$ cat src/logic/meiu_pkg.sv
// constants for the motion event interrupt unit
package meiu_pkg;
    localparam int NUM_SRC = 32;
    localparam int NUM_CMP = 8;
    localparam int POS_W = 32;
    localparam int LINE_W = 16;
    // register offsets (word index == byte address / 4)
    localparam logic [7:0] REG_STATUS = 8'h00;
    localparam logic [7:0] REG_CTRL = 8'h04;
    localparam logic [7:0] REG_SETUP = 8'h08;
    localparam logic [7:0] REG_ACTIVE = 8'h0C;
    localparam logic [7:0] REG_RETURN = 8'h10;
    localparam logic [7:0] REG_HWEN = 8'h14;
    localparam logic [7:0] REG_DRIVE = 8'h18;
    localparam logic [7:0] REG_IRQ_STAT = 8'h1C;
    localparam logic [7:0] REG_IRQ_CLR = 8'h20;
    localparam logic [7:0] REG_IRQ_EN = 8'h24;
    localparam logic [7:0] REG_CMP_SEL = 8'h28;
    localparam logic [7:0] REG_CMP_ON = 8'h2C;
    localparam logic [7:0] REG_CMP_OFF = 8'h30;
    localparam logic [7:0] REG_VECTOR = 8'h34;
    // control word and drive word bits
    localparam int CTRL_GDIS = 0;
    localparam int CTRL_GEN = 1;
    localparam int DRV_EN = 0;
    localparam int DRV_DIS = 1;
    localparam int DRV_CLRF = 2;
    // setup word fields
    localparam int SETUP_SRC_LSB = 0;
    localparam int SETUP_EDGE_LSB = 8;
    localparam int SETUP_LINE_LSB = 16;
    // edge codes
    localparam logic [1:0] EDGE_OFF = 2'h0;
    localparam logic [1:0] EDGE_RISE = 2'h1;
    localparam logic [1:0] EDGE_FALL = 2'h2;
    localparam logic [1:0] EDGE_BOTH = 2'h3;
    // comparator sources and hardware enable select
    localparam logic [1:0] CMP_SRC_FB = 2'h0;
    localparam logic [1:0] CMP_SRC_MASTER = 2'h1;
    localparam logic [1:0] CMP_SRC_CAM = 2'h2;
    localparam int HWEN_W = 13;
    localparam int HWEN_UNUSABLE = 8;
    localparam logic [12:0] HWEN_RST = 13'h0000;
    // interrupt status bits
    localparam int IRQ_TRIG = 0;
    localparam int IRQ_RETI = 1;
    localparam int IRQ_FAULT = 2;
    localparam int IRQ_W = 3;
endpackage

$ cat src/logic/position_window_cmp.sv
// one position window comparator
`timescale 1ns/100ps
module position_window_cmp
    import meiu_pkg::*;
(
    input wire logic clk_i,
    input wire logic rst_n_i,
    input wire logic [1:0] src_sel_i,
    input wire logic [POS_W-1:0] first_pos_i,
    input wire logic [POS_W-1:0] last_pos_i,
    input wire logic [POS_W-1:0] axis_feedback_position_i,
    input wire logic [POS_W-1:0] master_position_i,
    input wire logic [POS_W-1:0] cam_master_position_i,
    output logic in_window_o
);
    logic [POS_W-1:0] quantity;

    // quantity chosen by source code; code 3 compares against zero
    always_comb begin
        case (src_sel_i)
            CMP_SRC_FB: quantity = axis_feedback_position_i;
            CMP_SRC_MASTER: quantity = master_position_i;
            CMP_SRC_CAM: quantity = cam_master_position_i;
            default: quantity = '0;
        endcase
    end

    // signed window test, registered so the flag is glitch free
    always_ff @(posedge clk_i or negedge rst_n_i) begin
        if (!rst_n_i) begin
            in_window_o <= 1'b0;
        end else begin
            in_window_o <= ($signed(quantity) >= $signed(first_pos_i)) &&
                ($signed(quantity) <= $signed(last_pos_i));
        end
    end
endmodule // position_window_cmp

$ cat src/logic/motion_event_interrupt_unit.sv
// event sources, interrupt vectoring, comparators and drive enable
// Contract
// read-only 32-bit event word, fixed bit layout
// armed edge: interrupt, disarm source, branch
// global interrupt disable and enable commands
// two-bit edge: off, rise, fall, both
// setup stores handler line and edge
// readable number of serviced source
// return resumes program and re-enables interrupts
// comparator source: feedback, master, cam master
// eight window comparators with first/last position
// hardware enable select; bit 8 unusable
// zero select: software drive enable/disable
// command clears latched drive fault
// sample sources each clock, edge by compare
//
// Added by the designer: the plain strobed port and the placing of the registers.
`timescale 1ns/100ps
module motion_event_interrupt_unit
    import meiu_pkg::*;
(
    input wire logic clk_i,
    input wire logic rst_n_i,
    input wire logic [7:0] addr_i,
    input wire logic [31:0] wdata_i,
    input wire logic wr_i,
    input wire logic rd_i,
    output logic [31:0] rdata_o,
    input wire logic [7:0] local_inputs_i,
    input wire logic [4:0] motion_flags_i,
    input wire logic [3:0] drive_status_word_i,
    input wire logic timer_event_i,
    input wire logic cam_index_i,
    input wire logic bus_message_i,
    input wire logic [1:0] input_capture_i,
    input wire logic [3:0] drive_inputs_i,
    input wire logic drive_fault_i,
    input wire logic [POS_W-1:0] axis_feedback_position_i,
    input wire logic [POS_W-1:0] master_position_i,
    input wire logic [POS_W-1:0] cam_master_position_i,
    input wire logic handler_done_i,
    output logic interrupt_req_o,
    output logic [LINE_W-1:0] handler_line_o,
    output logic [4:0] active_source_number_o,
    output logic drive_enable_o,
    output logic drive_fault_o,
    output logic irq_o
);
    typedef enum logic [1:0] {
        ST_RUN = 2'b01,
        ST_HANDLER = 2'b10
    } exec_state_t;

    logic [7:0] loc_s1, loc_s2;
    logic [4:0] mf_s1, mf_s2;
    logic [3:0] ds_s1, ds_s2;
    logic [2:0] misc_s1, misc_s2;
    logic [1:0] cap_s1, cap_s2;
    logic [3:0] din_s1, din_s2;
    logic flt_s1, flt_s2;
    logic [NUM_CMP-1:0] comparator_flags;
    logic [NUM_SRC-1:0] event_source_status;
    logic [NUM_SRC-1:0] prev_status;
    logic [NUM_SRC-1:0] hit;
    logic [1:0] edge_sel [NUM_SRC];
    logic [LINE_W-1:0] vector_line [NUM_SRC];
    logic [1:0] cmp_src [NUM_CMP];
    logic [POS_W-1:0] cmp_on [NUM_CMP];
    logic [POS_W-1:0] cmp_off [NUM_CMP];
    logic [2:0] cmp_index;
    logic global_en;
    exec_state_t state;
    logic [4:0] next_src;
    logic next_found;
    logic [HWEN_W-1:0] hardware_enable_select;
    logic sw_drive_en;
    logic fault_latched;
    logic [IRQ_W-1:0] irq_stat, irq_en, irq_evt;
    logic take_irq, do_reti;
    logic [4:0] setup_src;

    // returns true when a write strobe hits the given offset
    function automatic logic wr_hit(input logic [7:0] off);
        return wr_i && (addr_i == off);
    endfunction

    // two-flop synchronisers for the event source, drive input and fault pins; handler_done_i and positions are used directly
    always_ff @(posedge clk_i or negedge rst_n_i) begin
        if (!rst_n_i) begin
            loc_s1 <= '0; loc_s2 <= '0;
            mf_s1 <= '0; mf_s2 <= '0;
            ds_s1 <= '0; ds_s2 <= '0;
            misc_s1 <= '0; misc_s2 <= '0;
            cap_s1 <= '0; cap_s2 <= '0;
            din_s1 <= '0; din_s2 <= '0;
            flt_s1 <= 1'b0; flt_s2 <= 1'b0;
        end else begin
            loc_s1 <= local_inputs_i; loc_s2 <= loc_s1;
            mf_s1 <= motion_flags_i; mf_s2 <= mf_s1;
            ds_s1 <= drive_status_word_i; ds_s2 <= ds_s1;
            misc_s1 <= {bus_message_i, cam_index_i, timer_event_i};
            misc_s2 <= misc_s1;
            cap_s1 <= input_capture_i; cap_s2 <= cap_s1;
            din_s1 <= drive_inputs_i; din_s2 <= din_s1;
            flt_s1 <= drive_fault_i; flt_s2 <= flt_s1;
        end
    end

    // eight window comparators, each with its own source and window
    genvar gi;
    generate
        for (gi = 0; gi < NUM_CMP; gi++) begin : g_cmp
            position_window_cmp u_cmp (
                .clk_i(clk_i),
                .rst_n_i(rst_n_i),
                .src_sel_i(cmp_src[gi]),
                .first_pos_i(cmp_on[gi]),
                .last_pos_i(cmp_off[gi]),
                .axis_feedback_position_i(axis_feedback_position_i),
                .master_position_i(master_position_i),
                .cam_master_position_i(cam_master_position_i),
                .in_window_o(comparator_flags[gi])
            );
        end
    endgenerate

    // live event word; reserved bits 20-21 read zero
    assign event_source_status = {cap_s2, comparator_flags, 2'b00,
        misc_s2, ds_s2, mf_s2, loc_s2};

    // previous sample, so each edge is seen once
    always_ff @(posedge clk_i or negedge rst_n_i) begin
        if (!rst_n_i) begin
            prev_status <= '0;
        end else begin
            prev_status <= event_source_status;
        end
    end

    // edge qualification per source
    generate
        for (gi = 0; gi < NUM_SRC; gi++) begin : g_edge
            always_comb begin
                case (edge_sel[gi])
                    EDGE_RISE: hit[gi] = event_source_status[gi] &
                        ~prev_status[gi];
                    EDGE_FALL: hit[gi] = ~event_source_status[gi] &
                        prev_status[gi];
                    EDGE_BOTH: hit[gi] = event_source_status[gi] ^
                        prev_status[gi];
                    default: hit[gi] = 1'b0;
                endcase
            end
        end
    endgenerate

    // lowest numbered hit wins when several arrive together
    always_comb begin
        next_src = '0;
        next_found = 1'b0;
        for (int i = NUM_SRC - 1; i >= 0; i--) begin
            if (hit[i]) begin
                next_src = 5'(i);
                next_found = 1'b1;
            end
        end
    end

    assign take_irq = (state == ST_RUN) && global_en && next_found;
    assign do_reti = (state == ST_HANDLER) &&
        (wr_hit(REG_RETURN) || handler_done_i);
    assign setup_src = wdata_i[SETUP_SRC_LSB +: 5];

    // edge table and handler lines; a taken source is disarmed
    always_ff @(posedge clk_i or negedge rst_n_i) begin
        if (!rst_n_i) begin
            for (int i = 0; i < NUM_SRC; i++) begin
                edge_sel[i] <= EDGE_OFF;
                vector_line[i] <= '0;
            end
        end else begin
            if (wr_hit(REG_SETUP)) begin
                edge_sel[setup_src] <= wdata_i[SETUP_EDGE_LSB +: 2];
                vector_line[setup_src] <=
                    wdata_i[SETUP_LINE_LSB +: LINE_W];
            end
            // disarm after setup so the taken source always ends off
            if (take_irq) begin
                edge_sel[next_src] <= EDGE_OFF;
            end
        end
    end

    // global gate: commands, cleared on entry, restored by return
    always_ff @(posedge clk_i or negedge rst_n_i) begin
        if (!rst_n_i) begin
            global_en <= 1'b0;
        end else if (take_irq) begin
            global_en <= 1'b0;
        end else if (do_reti) begin
            global_en <= 1'b1;
        end else if (wr_hit(REG_CTRL) && wdata_i[CTRL_GDIS]) begin
            global_en <= 1'b0;
        end else if (wr_hit(REG_CTRL) && wdata_i[CTRL_GEN]) begin
            global_en <= 1'b1;
        end
    end

    // execution state: run, or suspended in a handler
    always_ff @(posedge clk_i or negedge rst_n_i) begin
        if (!rst_n_i) begin
            state <= ST_RUN;
            active_source_number_o <= '0;
            handler_line_o <= '0;
            interrupt_req_o <= 1'b0;
        end else begin
            case (state)
                ST_RUN: begin
                    if (take_irq) begin
                        state <= ST_HANDLER;
                        active_source_number_o <= next_src;
                        handler_line_o <= vector_line[next_src];
                        interrupt_req_o <= 1'b1;
                    end
                end
                ST_HANDLER: begin
                    if (do_reti) begin
                        state <= ST_RUN;
                        interrupt_req_o <= 1'b0;
                    end
                end
                default: begin
                    state <= ST_RUN;
                    interrupt_req_o <= 1'b0;
                end
            endcase
        end
    end

    // comparator programming: select word chooses comparator
    always_ff @(posedge clk_i or negedge rst_n_i) begin
        if (!rst_n_i) begin
            cmp_index <= '0;
            for (int i = 0; i < NUM_CMP; i++) begin
                cmp_src[i] <= CMP_SRC_FB;
                cmp_on[i] <= '0;
                cmp_off[i] <= '0;
            end
        end else begin
            if (wr_hit(REG_CMP_SEL)) begin
                cmp_index <= wdata_i[2:0];
                cmp_src[wdata_i[2:0]] <= wdata_i[9:8];
            end
            if (wr_hit(REG_CMP_ON)) begin
                cmp_on[cmp_index] <= wdata_i;
            end
            if (wr_hit(REG_CMP_OFF)) begin
                cmp_off[cmp_index] <= wdata_i;
            end
        end
    end

    // hardware enable select; the unusable bit is never stored
    always_ff @(posedge clk_i or negedge rst_n_i) begin
        if (!rst_n_i) begin
            hardware_enable_select <= HWEN_RST;
        end else if (wr_hit(REG_HWEN)) begin
            hardware_enable_select <= wdata_i[HWEN_W-1:0] &
                ~(13'(1) << HWEN_UNUSABLE);
        end
    end

    // software drive commands and latched fault
    always_ff @(posedge clk_i or negedge rst_n_i) begin
        if (!rst_n_i) begin
            sw_drive_en <= 1'b0;
            fault_latched <= 1'b0;
        end else begin
            if (wr_hit(REG_DRIVE) && wdata_i[DRV_DIS]) begin
                sw_drive_en <= 1'b0;
            end else if (wr_hit(REG_DRIVE) && wdata_i[DRV_EN]) begin
                sw_drive_en <= 1'b1;
            end
            // a fault present in the clear cycle stays latched
            if (flt_s2) begin
                fault_latched <= 1'b1;
            end else if (wr_hit(REG_DRIVE) && wdata_i[DRV_CLRF]) begin
                fault_latched <= 1'b0;
            end
        end
    end

    // drive enable: any selected input high, else software control
    always_ff @(posedge clk_i or negedge rst_n_i) begin
        if (!rst_n_i) begin
            drive_enable_o <= 1'b0;
            drive_fault_o <= 1'b0;
        end else begin
            drive_fault_o <= fault_latched;
            if (hardware_enable_select == '0) begin
                drive_enable_o <= sw_drive_en & ~fault_latched;
            end else begin
                drive_enable_o <= ~fault_latched &
                    |(hardware_enable_select &
                    {din_s2, 1'b0, loc_s2});
            end
        end
    end

    // interrupt status: set wins over the clear in the same cycle
    assign irq_evt = {flt_s2 & ~fault_latched, do_reti, take_irq};
    always_ff @(posedge clk_i or negedge rst_n_i) begin
        if (!rst_n_i) begin
            irq_stat <= '0;
            irq_en <= '0;
            irq_o <= 1'b0;
        end else begin
            if (wr_hit(REG_IRQ_CLR)) begin
                irq_stat <= (irq_stat & ~wdata_i[IRQ_W-1:0]) | irq_evt;
            end else begin
                irq_stat <= irq_stat | irq_evt;
            end
            if (wr_hit(REG_IRQ_EN)) begin
                irq_en <= wdata_i[IRQ_W-1:0];
            end
            irq_o <= |(irq_stat & irq_en);
        end
    end

    // read port; data valid the cycle after the read strobe
    always_ff @(posedge clk_i or negedge rst_n_i) begin
        if (!rst_n_i) begin
            rdata_o <= '0;
        end else if (rd_i) begin
            case (addr_i)
                REG_STATUS: rdata_o <= event_source_status;
                REG_CTRL: rdata_o <= {30'h0, global_en, 1'b0};
                REG_ACTIVE: rdata_o <= {27'h0,
                    active_source_number_o};
                REG_HWEN: rdata_o <= {19'h0, hardware_enable_select};
                REG_DRIVE: rdata_o <= {29'h0, fault_latched,
                    1'b0, sw_drive_en};
                REG_IRQ_STAT: rdata_o <= {29'h0, irq_stat};
                REG_IRQ_EN: rdata_o <= {29'h0, irq_en};
                REG_CMP_SEL: rdata_o <= {22'h0, cmp_src[cmp_index],
                    5'h0, cmp_index};
                REG_CMP_ON: rdata_o <= cmp_on[cmp_index];
                REG_CMP_OFF: rdata_o <= cmp_off[cmp_index];
                REG_VECTOR: rdata_o <= {16'h0,
                    vector_line[active_source_number_o]};
                default: rdata_o <= '0;
            endcase
        end else begin
            rdata_o <= '0;
        end
    end
endmodule // motion_event_interrupt_unit

$ cat config.mk
export PLATFORM = sky130hd
export DESIGN_NAME = motion_event_interrupt_unit
export DESIGN_NICKNAME = d
export VERILOG_FILES = /design/src/logic/meiu_pkg.sv /design/src/logic/position_window_cmp.sv /design/src/logic/motion_event_interrupt_unit.sv
export SDC_FILE = /design/constraint.sdc
export NUM_CORES = 2
export LEC_CHECK = 0
export BUFFER_PORTS_ARGS = -buffer_cell sky130_fd_sc_hd__buf_2
export CORE_UTILIZATION = 57
export CTS_BUF_LIST = sky130_fd_sc_hd__clkbuf_16
export DETAILED_ROUTE_END_ITERATION = 8
export PLACE_DENSITY = 0.79
export SLEW_MARGIN = 10
export SYNTH_ARGS = -nofsm -noshare
export SYNTH_HDL_FRONTEND = slang
export SYNTH_SLANG_ARGS = --single-unit
export TNS_END_PERCENT = 5
$ cat constraint.sdc
create_clock -name clk_i -period 3.91 [get_ports clk_i]
set_input_delay 0.5865 -clock clk_i [delete_from_list [all_inputs] [get_ports clk_i]]
set_output_delay 0.5865 -clock clk_i [all_outputs]
set_load 0.01 [all_outputs]
==> tab_implementation.tex <==
\begin{tabular}{lr}
\hline
Metric & Value \\
\hline
\multicolumn{2}{l}{\textbf{STA}} \\
Final-layout setup total negative slack & 0 ns \\
Max Clock Skew & 0.04279 ns \\
Ratio of final minimum period to clock period & 99.97\% \\
Count of endpoints failing hold in the final timing report & 0 \\
Final setup violating endpoints & 0 \\
Max Transition Viols Final & 0 \\
Maximum clock rate & about 260 MHz \\
Pin slew with the least headroom to its limit & about 1.3 ns \\
Final critical delay including setup and external delays & 3.909 ns \\
Slew Limit Headroom & about an eighth \\
Setup repair after global routing missed its margin & true \\
\multicolumn{2}{l}{\textbf{Global route}} \\
First-pass GRT wire length & between 400 and 500 mm \\
Vias in the first global route & 68290 \\
Maximum number of pins on one net before global-route repair & between 100 and 150 \\
Overall routing resource usage & a little under 50\% \\
Antenna violations before repair & 44 \\
Overall overflow remaining after global route & 0 \\
\multicolumn{2}{l}{\textbf{Route}} \\
Vias per inst & between 7 and 8 \\
Average wire per cell in the routed design & between 30 and 40 µm \\
Vias after detailed routing & slightly below 70000 \\
Number of DRC violations after detailed-routing iteration 0 & between 9000 and 10000 \\
Total wirelength of the detailed-routed design & roughly 350 mm \\
Antenna Nets Post-Route & 0 \\
First drt pass iteration count & 9 \\
Number of DRC violations after detailed routing & 0 \\
\multicolumn{2}{l}{\textbf{Clock network}} \\
CTS tree & done \\
Maximum level of the CTS H-tree & 4 \\
Number of buffers created by CTS & 140 \\
Clk Tree Root Cell & sky130\_fd\_sc\_hd\_\_clkbuf\_16 \\
Reg clk slew, reported paths & 0.06 ns \\
Skew-Pair Late Insertion Delay & approximately 0.8 ns \\
Buffer depth of the longest clock path & 3 \\
CTS Sinks & $\sim$1300 \\
\multicolumn{2}{l}{\textbf{Critical path}} \\
Critical path data required time & 4.60 ns \\
Number of cells on the worst reg-to-reg path & 17 \\
End of the critical path & handler\_line\_o[8] \\
Maximum fanout count along the critical path & 5 \\
Worst setup slack for register-to-register paths & roughly 0.0012 ns \\
Startpoint types & flip-flop \\
Delay of the slowest cell on the worst path & roughly 0.49 ns \\
Startpoint of the most critical setup path & loc\_s2[4] \\
Critical Setup Path Class & flip-flop to flip-flop \\
Worst-path cell chain & inv\_1, ha\_1, nor2b\_1, o21ai\_1, o21ai\_2, o41a\_1, buf\_4, a22o\_4, nor2\_8, buf\_4, buf\_4, mux2i\_1, o21ai\_2, o22ai\_1, nor3\_1, buf\_4, o32a\_1 \\
Critical path data arrival time & 4.60 ns \\
Crit Reg-Reg Startpoint & loc\_s2[4] \\
Crit Reg-Reg Endpoint & handler\_line\_o[8] \\
Slowest stage cell, crit path & sky130\_fd\_sc\_hd\_\_o41a\_1 \\
Crit end category & flip-flop \\
Crit path top cell by count & sky130\_fd\_sc\_hd\_\_buf\_4 \\
\multicolumn{2}{l}{\textbf{Placement}} \\
Gp weighted congestion & approximately 1.1 \\
Number of buffers added on ports & 224 \\
Post-detailed-placement cell area & between 80000 and 90000 µm² \\
Detailed placement HPWL & between 200 and 250 mm \\
\multicolumn{2}{l}{\textbf{Cells and area}} \\
Layout Area Growth over Synthesis & 16.52\% \\
Highest-count cells in the layout ignoring fill and taps & sky130\_fd\_sc\_hd\_\_dfrtp\_1, sky130\_fd\_sc\_hd\_\_mux2\_2, sky130\_fd\_sc\_hd\_\_buf\_4 \\
Commonest non-fill, non-tap cell in the layout & sky130\_fd\_sc\_hd\_\_dfrtp\_1 \\
Layout net count & around 8700 \\
Cell area after layout & approximately 92000 µm² \\
Layout cell share with drive strength beyond 1 & 31.48\% \\
\multicolumn{2}{l}{\textbf{Yosys}} \\
Syn Area/Cell & roughly 11 µm² \\
Total number of yosys warnings & 0 \\
Proportion of synthesized flip-flops having asynchronous set or reset & 100.0\% \\
Number of storage elements in the synthesis netlist & 1274 \\
Synthesized cell area & around 80000 µm² \\
Instance count of the mapped netlist & between 7000 and 8000 \\
Portion of the post-synthesis area used by sequential elements & approximately two fifths \\
Primary flip-flop cell chosen by synthesis mapping & sky130\_fd\_sc\_hd\_\_dfrtp\_1 \\
Synth Net Count & 8158 \\
Post-synthesis cell type count & between 90 and 100 \\
EDFF count, synth & 0 \\
\multicolumn{2}{l}{\textbf{Die}} \\
Core area & around 140000 µm² \\
Die area & $\sim$140000 µm² \\
Effective utilization at floorplan & 57.56\% \\
Std cell rows & $\sim$140 \\
Top-level port count & 225 \\
Width of the die & 374.9 µm \\
Die H & approximately 370 µm \\
\multicolumn{2}{l}{\textbf{Pwr}} \\
Standby leakage power & slightly above 40 nW \\
Cell area power density & approximately 330 nW/µm² \\
Worst voltage drop across the vdd grid & roughly 0.46 mV \\
Post-layout power & just over 30 mW \\
\multicolumn{2}{l}{\textbf{Status}} \\
Outcome & finished clean \\
\multicolumn{2}{l}{\textbf{Job}} \\
Max-cap violations & 0 \\
\multicolumn{2}{l}{\textbf{Worst hold path}} \\
Class of the worst hold path & input port to async pin \\
\hline
\end{tabular}
[critical path, delay by kind of cell, from the launching register on]
family | cells | cell delay (ns)
flops | 1 | 0.46
compound gates | 7 | 1.69
fa+ha+maj | 1 | 0.30
simple gates | 3 | 0.40
buf+inv | 5 | 0.72
mux | 1 | 0.21
[report_power, final]
group          switching [mW]  leakage, nW  internal, mW
sequential              0.288         17.5          13.4
clock                    5.99         2.29          7.46
combinational            2.18         21.6          1.22
[sequential cells by signal, summed over array words and instances (netlist names), 5 cells and up]
name,flops
g_cmp.u_cmp.in_window_o,8
vector_line,512
edge_sel,60
mf_s2,5
loc_s1,8
rdata_o,32
prev_status,30
mf_s1,5
handler_line_o,16
loc_s2,8
hardware_enable_select,12
cmp_on,256
cmp_src,16
cmp_off,256
active_source_number_o,5
[synth_stat cells (all sizes together) (9+ instances only)]
library cell,count,area (µm²)
a2111oi,9,78.83
a211oi,18,135.1
a21boi,9,67.56
a21o,117,878.3
a21oi,251,1260
a221o,27,270.3
a221oi,131,1166
a222oi,10,100.1
a22o,67,595.6
a22oi,171,1297
a31oi,84,525.5
buf,262,1172
clkbuf,329,1235
dfrtp,1273,31860
ha,572,7157
inv,571,2143
mux2,1043,11750
mux2i,359,3593
mux4,160,3603
nand2,486,1832
nand2b,67,419.2
nand3,109,545.5
nand3b,19,142.6
nand4,160,1001
nor2,225,865.8
nor2b,147,934.7
nor3,45,245.2
nor4,20,125.1
o2111ai,15,148.9
o21a,83,623.1
o21ai,421,2137
o221ai,10,87.58
or2,17,106.4
or3,15,93.84
or4,10,78.82
[kinds of logic (layout without fill, tap and decap cells)]
| logic type | Yosys count | count (layout) | share of synthesized area [%] |
|---|---|---|---|
| AO/OA/AOI/OAI | 1488 | 1488 | 12.60 |
| AND/OR/NAND/NOR | 1356 | 1357 | 8.449 |
| buffers and inverters | 1162 | 1806 | 5.743 |
| XOR/XNOR | 4 | 4 | 0.04422 |
| multiplexers | 1562 | 1562 | 23.90 |
| adder cells (fa/ha/maj) | 572 | 572 | 9.032 |
| flip-flops | 1274 | 1274 | 40.23 |
| other | 0 | 28 | 0 |
[layout make-up]
class	instances	area [µm²]
Multi-Input combinational cell	4983	43430
Inverter	571	2143
Antenna cell	28	70.07
Sequential cell	1274	31910
Fill cell	10560	45330
Tap cell	1794	2245
Clock buffer	144	3603
Clock inverter	109	929.6
Timing Repair Buffer	982	7995
[layer usage]
layer | track usage [%] | vias up | wire length (µm)
met4 | 39.44 | 32 | 34580
met2 | 71.32 | 5383 | 147000
met3 | 14.92 | 1676 | 42960
met5 | 0.6861 | - | 340
li1 | - | 28100 | -
met1 | 59.11 | 34080 | 120400
[metrics by stage]
stage,cells,setup slack (ns),hold slack [ns],utilization (%)
6_report,9885,0.001200,0.2325,67.07
5_1_grt,9867,-0.09642,0.2408,67.04
4_1_cts,9835,-0.05183,0.1698,66.63
3_5_place_dp,9548,-0.3997,0.3364,63.01
3_3_place_gp,9548,-0.3413,0.3336,63.01
2_1_floorplan,7418,0.05991,0.2909,-
[timing repair]
action	4_1_cts	5_1_grt
endpoints found under the hold margin	87	0
resized for setup	37	102
setup buffers	6	20
hold buffers	28	0
endpoints found under the setup margin	19	28
pin swaps	4	28
cloned	0	2
[worst min path at each step]
stage | startpoint | endpoint | cells after the start
after floorplan | rst_n_i | active_source_number_o[0] | 0
after global placement | din_s1[3] | din_s2[3] | 0
after detailed placement | mf_s1[1] | mf_s2[1] | 0
after CTS | handler_done_i | interrupt_req_o | 4
after global routing | handler_done_i | interrupt_req_o | 4
final | rst_n_i | cmp_off[233] | 2
(Power assumes the default switching activity.)
